## src/core/sws_map.vh

```
// Register offsets, field positions, reset values and timing for the sleep/wake sequencer
`ifndef SWS_MAP_VH
`define SWS_MAP_VH
`define SWS_ADDR_W 4
`define SWS_OFF_CTRL 4'h0
`define SWS_OFF_STAT 4'h1
`define SWS_OFF_ALEN 4'h2
`define SWS_OFF_DAY 4'h3
`define SWS_OFF_MON 4'h4
`define SWS_OFF_CENTENARY_POINTER 4'h5
`define SWS_OFF_CUR 4'h6
`define SWS_OFF_CFG 4'h7
`define SWS_CTRL_TRIG 0
`define SWS_CTRL_TYPE_LO 1
`define SWS_STAT_WAKE 0
`define SWS_STAT_ALARM 1
`define SWS_STAT_PBTN 2
`define SWS_STAT_OVR 3
`define SWS_TYPE_S0 3'h0
`define SWS_TYPE_S1 3'h1
`define SWS_TYPE_S2 3'h2
`define SWS_TYPE_S3 3'h3
`define SWS_TYPE_S4 3'h4
`define SWS_TYPE_S5 3'h5
`define SWS_CENTENARY_POINTER_RST 8'h19
`define SWS_CLK_HZ 25000000
`define SWS_HOLD_S 4
`define SWS_HOLD_CYC (`SWS_HOLD_S * `SWS_CLK_HZ + 1)
`define SWS_SEQ_CYC 8'h10
`endif

```

## src/core/sws_sequencer.v

```verilog
// Sleep/wake sequencer with alarm wake path and power button hold override
`timescale 1ns/1ps
`default_nettype none
`include "sws_map.vh"

// Contract
// - Sleep trigger write sequences system into state chosen by sleep type select.
// - Button held over four seconds forces off unconditionally.
// - Enabled wake event in any sleeping state returns system to working.
// - Wake only accepted once processor has stopped; then wake flag sets.
// - Wake from S1 resumes in driver; deeper states restart at reset vector.
// - Without lightest sleep support the wake flag may read zero.
// - Several sleep states; change them by waking, reprogramming, re-triggering.
// - Alarm wakes from S1 to S3; S4 wake only if deep support flag set.
// - Alarm sets alarm flag; enabled alarm raises wake unless battery low.
// - Alarm flag is set from the clock chip interrupt pin.
// - Alarm status and enable bits behave exactly as the alarm path demands.
// - Day byte holds 01-31 BCD or 01-1F binary; top two bits ignored.
// - Out-of-range day byte reverts alarm to plain time-of-day match.
// - Month byte 01-12 BCD or 01-0C binary; out-of-range disables month match.
// - Month alarm present implies day alarm present.
// - Century byte holds year hundreds: 19 BCD or 13 hex binary.
// - Extended bytes live in bank 0; zero location means feature absent.
// - Button hold override clears the power button flag.
module sws_sequencer #(
  parameter HOLD_CYC = `SWS_HOLD_CYC,
  parameter [0:0] S1_SUPPORT = 1'b1,
  parameter [0:0] DEEP_ALARM_WAKE_SUPPORT = 1'b0,
  parameter [7:0] DAY_MATCH_LOCATION = 8'h0d,
  parameter [7:0] MONTH_MATCH_LOCATION = 8'h0e,
  parameter [7:0] CENTENARY_POINTER = 8'h32
) (
  input wire sys_clk,
  input wire nrst,
  input wire [3:0] reg_addr,
  input wire [7:0] reg_wdata,
  input wire reg_wr,
  input wire reg_rd,
  output reg [7:0] reg_rdata,
  input wire power_button_pin,
  input wire alarm_irq_pin,
  input wire battery_low_pin,
  input wire cpu_halted_pin,
  input wire bcd_mode,
  output reg [2:0] power_state,
  output reg cpu_resume_in_driver,
  output reg cpu_reset_vector,
  output reg sleep_busy
);

  // Sequencer states:
  // WORK  - system running, trigger writes are honoured here only
  // ENTER - fixed settle time counted from entry; left once it has run out and the processor has stopped
  // SLEEP - low-power state held, waiting for an enabled wake event
  // WAKE  - fixed power-up time before handing back to software
  // OFF   - soft-off, left only by a fresh button press
  // The settle times are fixed counts; a platform with slower rails
  // must raise the sequence count in the map header.
  localparam ST_WORK = 3'h0;
  localparam ST_ENTER = 3'h1;
  localparam ST_SLEEP = 3'h2;
  localparam ST_WAKE = 3'h3;
  localparam ST_OFF = 3'h4;

  reg [2:0] state_r;
  reg [2:0] state_nxt;
  reg [2:0] sleep_type_select_r;
  reg [2:0] cur_type_r;
  reg wake_flag_r;
  reg alarm_wake_flag_r;
  reg power_button_flag_r;
  reg override_flag_r;
  reg alarm_en_r;
  reg [7:0] day_alarm_r;
  reg [7:0] mon_alarm_r;
  reg [7:0] century_r;
  reg [7:0] cur_day_r;
  reg [7:0] cur_mon_r;
  reg [7:0] seq_cnt_r;
  reg [31:0] hold_cnt_r;
  reg [1:0] pb_sync_r;
  reg [1:0] irq_sync_r;
  reg [1:0] bat_sync_r;
  reg [1:0] halt_sync_r;
  reg pb_prev_r;
  reg irq_prev_r;

  wire pb_level = pb_sync_r[1];
  wire irq_level = irq_sync_r[1];
  wire bat_low = bat_sync_r[1];
  wire cpu_halted = halt_sync_r[1];
  wire pb_press = pb_level & ~pb_prev_r;
  wire irq_rise = irq_level & ~irq_prev_r;
  wire wr_ctrl = reg_wr & (reg_addr == `SWS_OFF_CTRL);
  wire wr_stat = reg_wr & (reg_addr == `SWS_OFF_STAT);
  wire trigger = wr_ctrl & reg_wdata[`SWS_CTRL_TRIG];
  wire [2:0] wr_type = reg_wdata[`SWS_CTRL_TYPE_LO+2:`SWS_CTRL_TYPE_LO];

  // Range checks; top two day bits are ignored by the check
  // day byte range
  // out of range matches any day
  // The BCD test also rejects non-decimal low digits such as 0x1a.
  wire [5:0] day_v = day_alarm_r[5:0];
  wire day_ok = bcd_mode ? (day_v >= 6'h01 && day_v <= 6'h31 && day_v[3:0] <= 4'h9) :
                (day_v >= 6'h01 && day_v <= 6'h1f);
  // month range check
  // Month uses all eight bits, unlike the day byte.
  wire mon_ok = bcd_mode ? (mon_alarm_r >= 8'h01 && mon_alarm_r <= 8'h12 &&
                mon_alarm_r[3:0] <= 4'h9) : (mon_alarm_r >= 8'h01 && mon_alarm_r <= 8'h0c);
  // Absent features never gate the match
  // zero location absent
  wire day_present = (DAY_MATCH_LOCATION != 8'h00);
  wire mon_present = (MONTH_MATCH_LOCATION != 8'h00) & day_present;
  // A don't-care or absent byte widens the match instead of blocking it,
  // so a badly programmed byte can never silence the alarm.
  wire day_hit = ~day_present | ~day_ok | (cur_day_r[5:0] == day_v);
  wire mon_hit = ~mon_present | ~mon_ok | (cur_mon_r == mon_alarm_r);

  // Alarm may wake S1..S3, S4 only with deep support
  // alarm sleep states
  wire alarm_state_ok = (cur_type_r >= `SWS_TYPE_S1 && cur_type_r <= `SWS_TYPE_S3) |
                        ((cur_type_r == `SWS_TYPE_S4) & DEEP_ALARM_WAKE_SUPPORT);
  // pin edge status
  // Only the rising edge counts, so a pin left high cannot wake twice.
  wire alarm_event = irq_rise & day_hit & mon_hit;
  // enable and battery
  // A low battery blocks the wake but still lets the flag record the alarm.
  wire alarm_wake = alarm_event & alarm_en_r & ~bat_low & alarm_state_ok;
  wire button_wake = pb_press;
  wire wake_event = alarm_wake | button_wake;
  wire hold_done = (hold_cnt_r >= HOLD_CYC);

  // Input synchronisers, two flops each
  // All four pins are asynchronous to the sequencer clock. Only the second
  // flop of each pair is read; the edge detectors reset to the idle low
  // level so no false edge follows reset.
  always @(posedge sys_clk) begin
    if (!nrst) begin
      pb_sync_r <= 2'h0;
      irq_sync_r <= 2'h0;
      bat_sync_r <= 2'h0;
      halt_sync_r <= 2'h0;
      pb_prev_r <= 1'b0;
      irq_prev_r <= 1'b0;
    end else begin
      pb_sync_r <= {pb_sync_r[0], power_button_pin};
      irq_sync_r <= {irq_sync_r[0], alarm_irq_pin};
      bat_sync_r <= {bat_sync_r[0], battery_low_pin};
      halt_sync_r <= {halt_sync_r[0], cpu_halted_pin};
      pb_prev_r <= pb_level;
      irq_prev_r <= irq_level;
    end
  end

  // Button hold counter; saturates so a long press fires once
  // The count is taken after the synchroniser, so the override comes a few
  // cycles past the nominal hold time; the margin is far below the length
  // of any human press.
  // hold time count
  always @(posedge sys_clk) begin
    if (!nrst)
      hold_cnt_r <= 32'h0;
    else if (!pb_level)
      hold_cnt_r <= 32'h0;
    else if (!hold_done)
      hold_cnt_r <= hold_cnt_r + 32'h1;
  end

  // Sequencer next state
  always @* begin
    state_nxt = state_r;
    case (state_r)
      ST_WORK: begin
        if (trigger)
          state_nxt = (wr_type == `SWS_TYPE_S0) ? ST_WORK : ST_ENTER;
      end
      ST_ENTER: begin
        if (cpu_halted && seq_cnt_r == 8'h00)
          state_nxt = (cur_type_r == `SWS_TYPE_S5) ? ST_OFF : ST_SLEEP;
      end
      ST_SLEEP: begin
        if (wake_event)
          state_nxt = ST_WAKE;
      end
      ST_WAKE: begin
        if (seq_cnt_r == 8'h00)
          state_nxt = ST_WORK;
      end
      ST_OFF: begin
        if (button_wake)
          state_nxt = ST_WAKE;
      end
      default: state_nxt = ST_WORK;
    endcase
    if (hold_done && state_r != ST_OFF && pb_level)
      state_nxt = ST_OFF;
  end

  // State, sequence timer and sleep type
  always @(posedge sys_clk) begin
    if (!nrst) begin
      state_r <= ST_WORK;
      seq_cnt_r <= 8'h00;
      cur_type_r <= `SWS_TYPE_S0;
      sleep_type_select_r <= `SWS_TYPE_S0;
    end else begin
      state_r <= state_nxt;
      if (state_nxt != state_r)
        seq_cnt_r <= `SWS_SEQ_CYC;
      else if (seq_cnt_r != 8'h00)
        seq_cnt_r <= seq_cnt_r - 8'h01;
      // type may be reprogrammed while working
      if (wr_ctrl)
        sleep_type_select_r <= wr_type;
      if (trigger && state_r == ST_WORK)
        cur_type_r <= wr_type;
      else if (state_nxt == ST_OFF && state_r != ST_OFF)
        cur_type_r <= `SWS_TYPE_S5;
    end
  end

  // Status flags; hardware set wins over write-one-to-clear
  // Losing a clear is harmless, as software simply sees the flag again;
  // losing a set would hide a wake source. The one exception is the
  // override, which must leave the button flag clear even while the
  // press that caused it is still being seen.
  always @(posedge sys_clk) begin
    if (!nrst) begin
      wake_flag_r <= 1'b0;
      alarm_wake_flag_r <= 1'b0;
      power_button_flag_r <= 1'b0;
      override_flag_r <= 1'b0;
    end else begin
      // wake flag set only from sleep; zero without S1
      if (state_r == ST_SLEEP && wake_event && S1_SUPPORT)
        wake_flag_r <= 1'b1;
      else if (trigger && state_r == ST_WORK)
        wake_flag_r <= 1'b0;
      else if (wr_stat && reg_wdata[`SWS_STAT_WAKE])
        wake_flag_r <= 1'b0;
      // flag from interrupt pin; sticky status
      if (alarm_event)
        alarm_wake_flag_r <= 1'b1;
      else if (wr_stat && reg_wdata[`SWS_STAT_ALARM])
        alarm_wake_flag_r <= 1'b0;
      if (hold_done && pb_level && state_r != ST_OFF)
        power_button_flag_r <= 1'b0;
      else if (pb_press)
        power_button_flag_r <= 1'b1;
      else if (wr_stat && reg_wdata[`SWS_STAT_PBTN])
        power_button_flag_r <= 1'b0;
      if (hold_done && pb_level && state_r != ST_OFF)
        override_flag_r <= 1'b1;
      else if (wr_stat && reg_wdata[`SWS_STAT_OVR])
        override_flag_r <= 1'b0;
    end
  end

  // Alarm enable and clock memory bytes
  // Bytes whose location parameter is zero ignore writes and read as zero,
  // so software sees an absent feature the same way on every access.
  // Day and month reset to an out-of-range value, giving a plain
  // time-of-day alarm until software programs them.
  always @(posedge sys_clk) begin
    if (!nrst) begin
      alarm_en_r <= 1'b0;
      day_alarm_r <= 8'hff;
      mon_alarm_r <= 8'hff;
      century_r <= `SWS_CENTENARY_POINTER_RST;
      cur_day_r <= 8'h01;
      cur_mon_r <= 8'h01;
    end else if (reg_wr) begin
      // enable gates wake; day byte stored whole
      if (reg_addr == `SWS_OFF_ALEN)
        alarm_en_r <= reg_wdata[0];
      if (reg_addr == `SWS_OFF_DAY && day_present)
        day_alarm_r <= reg_wdata;
      if (reg_addr == `SWS_OFF_MON && mon_present)
        mon_alarm_r <= reg_wdata;
      // century byte; absent when location zero
      if (reg_addr == `SWS_OFF_CENTENARY_POINTER && CENTENARY_POINTER != 8'h00)
        century_r <= reg_wdata;
      if (reg_addr == `SWS_OFF_CUR)
        cur_day_r <= reg_wdata;
      if (reg_addr == `SWS_OFF_CFG)
        cur_mon_r <= reg_wdata;
    end
  end

  // Outputs and resume path
  // All outputs are registered; the resume pulses last one cycle, on the
  // edge where the wake sequence hands back to the working state.
  // The S5 code is shown while off, so observers can tell off from sleep.
  always @(posedge sys_clk) begin
    if (!nrst) begin
      power_state <= `SWS_TYPE_S0;
      cpu_resume_in_driver <= 1'b0;
      cpu_reset_vector <= 1'b0;
      sleep_busy <= 1'b0;
    end else begin
      power_state <= (state_r == ST_SLEEP || state_r == ST_OFF) ? cur_type_r : `SWS_TYPE_S0;
      sleep_busy <= (state_r != ST_WORK);
      // S1 resumes in driver, deeper at reset vector
      cpu_resume_in_driver <= (state_r == ST_WAKE) && (state_nxt == ST_WORK) &&
                              (cur_type_r == `SWS_TYPE_S1);
      cpu_reset_vector <= (state_r == ST_WAKE) && (state_nxt == ST_WORK) &&
                          (cur_type_r != `SWS_TYPE_S1);
    end
  end

  // Read port; data valid in the cycle after the strobe
  // The data return to zero outside the read slot, so a bus that ORs
  // several slaves together needs no extra gating.
  // The trigger bit always reads zero; it is an action, not a state.
  always @(posedge sys_clk) begin
    if (!nrst)
      reg_rdata <= 8'h00;
    else if (reg_rd) begin
      case (reg_addr)
        `SWS_OFF_CTRL: reg_rdata <= {4'h0, sleep_type_select_r, 1'b0};
        `SWS_OFF_STAT: reg_rdata <= {4'h0, override_flag_r, power_button_flag_r,
                                     alarm_wake_flag_r, wake_flag_r};
        `SWS_OFF_ALEN: reg_rdata <= {6'h00, DEEP_ALARM_WAKE_SUPPORT, alarm_en_r};
        `SWS_OFF_DAY: reg_rdata <= day_present ? day_alarm_r : 8'h00;
        `SWS_OFF_MON: reg_rdata <= mon_present ? mon_alarm_r : 8'h00;
        `SWS_OFF_CENTENARY_POINTER: reg_rdata <= (CENTENARY_POINTER != 8'h00) ? century_r : 8'h00;
        `SWS_OFF_CUR: reg_rdata <= cur_day_r;
        `SWS_OFF_CFG: reg_rdata <= cur_mon_r;
        default: reg_rdata <= 8'h00;
      endcase
    end else
      reg_rdata <= 8'h00;
  end

endmodule
`default_nettype wire

```

## config.mk

```make
export PLATFORM = sky130hd
export DESIGN_NAME = sws_sequencer
export DESIGN_NICKNAME = d
export VERILOG_FILES = /design/src/core/sws_sequencer.v
export VERILOG_INCLUDE_DIRS = /design/src /design/src/core
export SDC_FILE = /design/constraint.sdc
export NUM_CORES = 1
export LEC_CHECK = 0
export BUFFER_PORTS_ARGS = -buffer_cell sky130_fd_sc_hd__clkbuf_2
export CORE_ASPECT_RATIO = 0.75
export CORE_MARGIN = 2
export CORE_UTILIZATION = 60
export CTS_CLUSTER_SIZE = 20
export DETAILED_ROUTE_END_ITERATION = 8
export PLACE_DENSITY = 0.79
export SLEW_MARGIN = 20
export SYNTH_ARGS = -nofsm -noshare
export SYNTH_HDL_FRONTEND = slang
export SYNTH_SLANG_ARGS = --single-unit
```

## constraint.sdc

```tcl
create_clock -name sys_clk -period 3.6 [get_ports sys_clk]
set_input_delay 1.08 -clock sys_clk [delete_from_list [all_inputs] [get_ports sys_clk]]
set_output_delay 1.08 -clock sys_clk [all_outputs]
set_load 0.02 [all_outputs]
```

* After elaboration in Yosys (flattened, before gate mapping) *
Index checks and enable logic that the tools add are counted.

cells by class
  $add $sub $neg = 2
  multiply operators = 0
  div/mod/pow operators = 0
  magnitude comparators = 11
  equality and inequality tests = 19
  shift-type cells = 0
  mux-type cells = 25
  bitwise gates (word level) = 19
  reductions and logical operators = 47

operators with widths
  cell                   count
  $pmux 8 s8             1
  $add 32x1->32 const B  1
  $ge 32x27->1 const B   1
  $mux 3                 9
  $logic_and 1x1->1      22
  $reduce_and 2->1       9
  $eq 4x3->1 const B     4
  $pmux 3 s5             1
  $mux 1                 12
  $and 1x1->1            10
  $mux 5                 2
  $reduce_bool 2->1      5
  $eq 3x3->1 const B     3
  $logic_not 3->1        3
  $eq 4x2->1 const B     2
  $eq 8x8->1             1
  $ge 8x1->1 const B     1
  $le 4x4->1 const B     2
  $le 8x4->1 const B     1
  $le 8x5->1 const B     1
  $logic_not 8->1        1
  $reduce_bool 8->1      1
  $sub 8x1->8 const B    1
  $eq 3x1->1 const B     2
  17 further kinds       27

word-level totals
  flip-flop bits (word level) = 118
  bits in latches = 0
  memory bits (writable) = 0
  ROM bits = 0
  output and inout port bits = 14
  memories kept = 0

* Longest topological paths before layout *
  depth after elaboration = 19
  depth in mapped cells = 10

* Worst setup path after synthesis *
No wires, ideal clock.

  kind = input-to-reg
  start = input reg_addr[2]
  end = register seq_cnt_r[4]
  setup time = 58 ps
  arrival = 2796 ps
  slack = 746 ps
  stages on the path = 8
  cell sequence = clkbuf_1 > or3b_1 > nor3_4 > a211o_1 > a21oi_2 > o211a_2 > o31ai_4 > o21a_1

between the ends
  longest elaborated chain between the ends = 8
  elaborated cells between the ends (all ways) = 9
  classes of those cells = eq/ne: 1; mux: 4; bitwise: 2; reduce/logical: 2

ends and longest elaborated chain
  what                                                RTL line             text
  start, declared                                     sws_sequencer.v:35   input wire [3:0] reg_addr,
  $logic_not 4->1 *                                   --
  $and 1x1->1 *                                       sws_sequencer.v:94   wire wr_ctrl = reg_wr & (reg_addr == `SWS_OFF_CTRL);
  $and 1x1->1 *                                       sws_sequencer.v:96   wire trigger = wr_ctrl & reg_wdata[`SWS_CTRL_TRIG];
  $mux 3 *                                            sws_sequencer.v:174  if (trigger)
  $pmux 3 s5 *                                        sws_sequencer.v:172  case (state_r)
  $mux 3 *                                            sws_sequencer.v:195  if (hold_done && state_r != ST_OFF && pb_level)
  $ne 3x3->1 *                                        sws_sequencer.v:208  if (state_nxt != state_r)
  $mux 5 / $reduce_bool 2->1 (equally long branches)  --
  end signal, assigned                                sws_sequencer.v:209  seq_cnt_r <= `SWS_SEQ_CYC;
  end signal, assigned                                sws_sequencer.v:211  seq_cnt_r <= seq_cnt_r - 8'h01;
  end, declared                                       sws_sequencer.v:79   reg [7:0] seq_cnt_r;

Every way passes the cells marked *; elsewhere a longest branch is shown, timed or not.
A chain may end at the register's enable or synchronous reset.

* Worst setup path after layout *
  start = input reg_addr[3]
  end = register seq_cnt_r[5]

between the ends
  longest elaborated chain between the ends = 8

ends and longest elaborated chain
  what                              RTL line
  $logic_not 4->1                   --
  $and 1x1->1                       sws_sequencer.v:94
  $and 1x1->1                       sws_sequencer.v:96
  $mux 3                            sws_sequencer.v:174
  $pmux 3 s5                        sws_sequencer.v:172
  $mux 3                            sws_sequencer.v:195
  $ne 3x3->1                        sws_sequencer.v:208
  $reduce_or 2->1 (no source line)  --

Every way passes these cells.

==> flow_summary.toml <==
[finish]
nets = 695
final_layout_size_suffix_gt1_share_pct = 12.61
post_layout_nonfiller_instances = 794
num-fill-cells = 674
num_antenna_cells = 0
flow.area_growth_from_synthesis_pct = 15.58

[yosys]
synth_area_leader_cell = "sky130_fd_sc_hd__dfxtp_1"
synth_nets = 665
post_synth_num_cell_types = 66
synth_enable_flop_cells = 0
seq_area_frac_synth_pct = 43.25
postSynth.topFlopCell = "sky130_fd_sc_hd__dfxtp_1"
post_synth_most_frequent_cells = "sky130_fd_sc_hd__dfxtp_1 (118), sky130_fd_sc_hd__nand2_1 (82), sky130_fd_sc_hd__nor2_1 (61)"
synth_top_cell_area_share_pct = 43.25
synth.avg_cell_area_sq_um = 8.534
synth.area.top_cells = "sky130_fd_sc_hd__dfxtp_1 (43%), sky130_fd_sc_hd__nand2_1 (5.6%), sky130_fd_sc_hd__nand3_1 (4.7%)"
netlist_instances = 640
synth-seq-cells = 118
synthMostInstantiatedCell = "sky130_fd_sc_hd__dfxtp_1"
synth.yosys.warnings = 0
postSynth.asyncResetShare_pct = 0
syn_area_sq_um = 5461

[routing]
route.top_layer_used = "met4"
num_vias = 4837
detailroute.wirelength.met3_mm = 1.144
met2_length_mm = 5.687
drt-met1-wl_mm = 6.268
vias_per_inst = 6.092
finalWirelength_mm = 13.29
drt-wirelength-per-cell_um = 16.74
ant_nets = 0
remaining_drc_errors = 0
detail_route.first_pass.iterations = 6
dr.first_iter.drc_count = 513

[clocking]
cts.repair_timing.setup_buffer_count = 0
cts_root_buffer = "sky130_fd_sc_hd__clkbuf_16"
worstSkewPairLatency_ns = 0.41
numCtsBuffers = 17
cts_tree = "yes"
clock_transition_at_path_regs_ns = 0.05
ctsResizeCount = 0
cts-root-to-sink-buffers = 2
cts_htree_levels = 4
cts_num_sinks = 118
cts_hold_buf = 0

[placed_design]
globalplace.congestion = 0.9212
place.detailed.instances = 763
post_dp_hpwl_mm = 9.150
placement.io_buffers = 34

[timing]
maxSlewHeadroom_pct = 50.15
min_period_ns = 2.683
grt_setup_unrepaired = "false"
timing_max_transition_violations_final = 0
setup-violations-final = 0
finalCritPeriodShare_pct = 74.52
worst-slew-pin-transition_ns = 0.7460
clock_skew_ns = 0.008649
final_hold_viol_count = 0
fin_setup_tns_ns = 0
max_freq_mhz = 372.8

[setup_path]
crit_path_max_fanout = 8
crit_path_end_kind = "flip-flop"
worstPathArrival_ns = 2.96
timing.critical_path.from_type = "primary input"
path_class = "in2reg"
cp_data_required_time_ns = 3.88

[power_and_ir_drop]
netSwitchingPower_uw = 835.5
clockPowerShare_pct = 49.6
power.ir.vdd_worst_mv = 0.3524
net_sw_share_pct = 23.58
pwr-share-seq_pct = 40.0
p_comb_share_pct = 10.4
power_density_normalized_to_cell_area_nw_per_um2 = 561.4
static-leakage-power_nw = 2.460
p_int_mw = 2.708
power_mw = 3.544

[run]
maxCapViolations = 0

[floorplanning]
die_area_sq_um = 9890
core_area_sq_um = 8934
ios = 35
die_y_um = 86.63
initial_utilization_pct = 61.13
die_width_um = 114.2
floorplan.rows = 30

[global_routing]
globalRoute.totalOverflow = 0
gr-usage-all-layers_pct = 28.66
grt_max_degree = 48
number_of_global_route_vias_before_repair = 4477
wire_length_of_the_first_global_routing_pass_mm = 22.19
antenna_violations_before_repair = 0

[min_path]
hp-class = "reg2reg"

[run_status]
outcome = "complete, no violations"
-- metrics by stage --
stage          setup slack (ns)  instance area, sq um  hold WS [ns]  util (%)
2_1_floorplan            0.7459                  5461        0.4119         -
3_3_place_gp             0.5737                  5698        0.4142     63.78
3_5_place_dp             0.5219                  5698        0.4203     63.78
4_1_cts                  0.9289                  6312        0.4326     70.66
5_1_grt                  0.8029                  6312        0.4422     70.66
6_report                 0.9174                  6312        0.4284     70.66
-- logic make-up (layout without fill, tap and decap cells) --
group / count (synthesis) / after routing / synth area share, %
muxes: 24 / 24 / 4.903
DFF: 118 / 118 / 43.25
adders and majority gates: 4 / 4 / 0.9164
AOI/OAI and AO/OA: 97 / 97 / 12.23
buffers and inverters: 48 / 90 / 3.688
and+or+nand+nor: 307 / 307 / 28.27
xor gates and xnor gates: 42 / 42 / 6.736
-- worst max-delay path, stage by stage --
cell                       delay (ns)
sky130_fd_sc_hd__clkbuf_2        0.12
sky130_fd_sc_hd__or3b_1          0.51
sky130_fd_sc_hd__nor3_4          0.34
sky130_fd_sc_hd__a211o_1         0.19
sky130_fd_sc_hd__a21oi_2         0.05
sky130_fd_sc_hd__o211a_2         0.15
sky130_fd_sc_hd__o31ai_4         0.41
sky130_fd_sc_hd__nor3_1          0.11
-- state kept, by name (all words and copies together), names as in the netlist, 3 cells and up --
| register | flops |
|---|---|
| hold_cnt_r | 32 |
| century_r | 8 |
| cur_day_r | 8 |
| cur_mon_r | 8 |
| day_alarm_r | 8 |
| mon_alarm_r | 8 |
| reg_rdata | 8 |
| seq_cnt_r | 8 |
| cur_type_r | 3 |
| power_state | 3 |
| sleep_type_select_r | 3 |
| state_r | 3 |
-- layout by cell type, fill, tap and decap left out, types with 3 or more instances in the layout --
cell	netlist	routed
sky130_fd_sc_hd__dfxtp_1	118	118
sky130_fd_sc_hd__nand2_1	82	82
sky130_fd_sc_hd__nor2_1	61	61
sky130_fd_sc_hd__nand3_1	51	51
sky130_fd_sc_hd__clkbuf_2	1	34
sky130_fd_sc_hd__xnor2_1	28	28
sky130_fd_sc_hd__o21ai_0	26	26
sky130_fd_sc_hd__nor3_1	20	20
sky130_fd_sc_hd__mux2i_1	20	20
sky130_fd_sc_hd__nor2b_1	19	19
sky130_fd_sc_hd__clkbuf_16	0	17
sky130_fd_sc_hd__inv_1	16	16
sky130_fd_sc_hd__a21boi_0	16	16
sky130_fd_sc_hd__and2_1	15	15
sky130_fd_sc_hd__a21oi_1	14	14
sky130_fd_sc_hd__xor2_1	14	14
sky130_fd_sc_hd__nand4_1	12	12
sky130_fd_sc_hd__and3_1	12	12
sky130_fd_sc_hd__buf_4	2	9
sky130_fd_sc_hd__nor4_1	6	6
sky130_fd_sc_hd__or3_1	4	4
sky130_fd_sc_hd__a222oi_1	4	4
sky130_fd_sc_hd__ha_1	4	4
sky130_fd_sc_hd__bufinv_16	0	4
sky130_fd_sc_hd__and4_1	3	3
sky130_fd_sc_hd__o211ai_1	3	3
sky130_fd_sc_hd__nor3b_1	3	3
sky130_fd_sc_hd__a221oi_1	3	3
sky130_fd_sc_hd__a31oi_1	3	3
sky130_fd_sc_hd__nand2b_1	3	3
sky130_fd_sc_hd__o21a_1	3	3
sky130_fd_sc_hd__clkbuf_1	22	3
sky130_fd_sc_hd__clkinv_2	0	3
-- layout make-up --
| cell class | instances | area [sq um] | share of cell area (%) |
|---|---|---|---|
| Clock buffer | 22 | 464.2 | 7.354 |
| Multi-Input combinational cell | 474 | 2898 | 45.91 |
| Clock inverter | 9 | 150.1 | 2.379 |
| Inverter | 16 | 60.06 | 0.9514 |
| Timing Repair Buffer | 43 | 237.7 | 3.766 |
| Sequential cell | 118 | 2362 | 37.42 |
| Tap cell | 112 | 140.1 | 2.220 |
-- path summary, 6_finish.rpt --
path | start | end | slack, ns | depth (start not counted)
min | bat_sync_r[0] | bat_sync_r[1] | 0.43 | 1
max | reg_addr[3] | seq_cnt_r[5] | 0.92 | 8
min reg2reg | bat_sync_r[0] | bat_sync_r[1] | 0.43 | 1
max reg2reg | hold_cnt_r[1] | hold_cnt_r[17] | 1.06 | 8
-- layer usage --
metal	vias up	global-route usage, %
met5	-	0
met2	207	40.21
met3	23	7.203
met4	0	9.978
li1	2299	-
met1	2308	42.67
-- power groups by stage --
| stage | Combinational [mW] | Clock, mW | Sequential [mW] |
|---|---|---|---|
| final | 0.369 | 1.76 | 1.42 |
| after global routing | 0.412 | 1.83 | 1.42 |
| after CTS | 0.365 | 1.77 | 1.41 |
| after detailed placement | 0.360 | 0 | 1.44 |
| after global placement | 0.347 | 0 | 1.44 |
| after floorplan | 0.288 | 0 | 1.43 |
(Power assumes the default switching activity.)
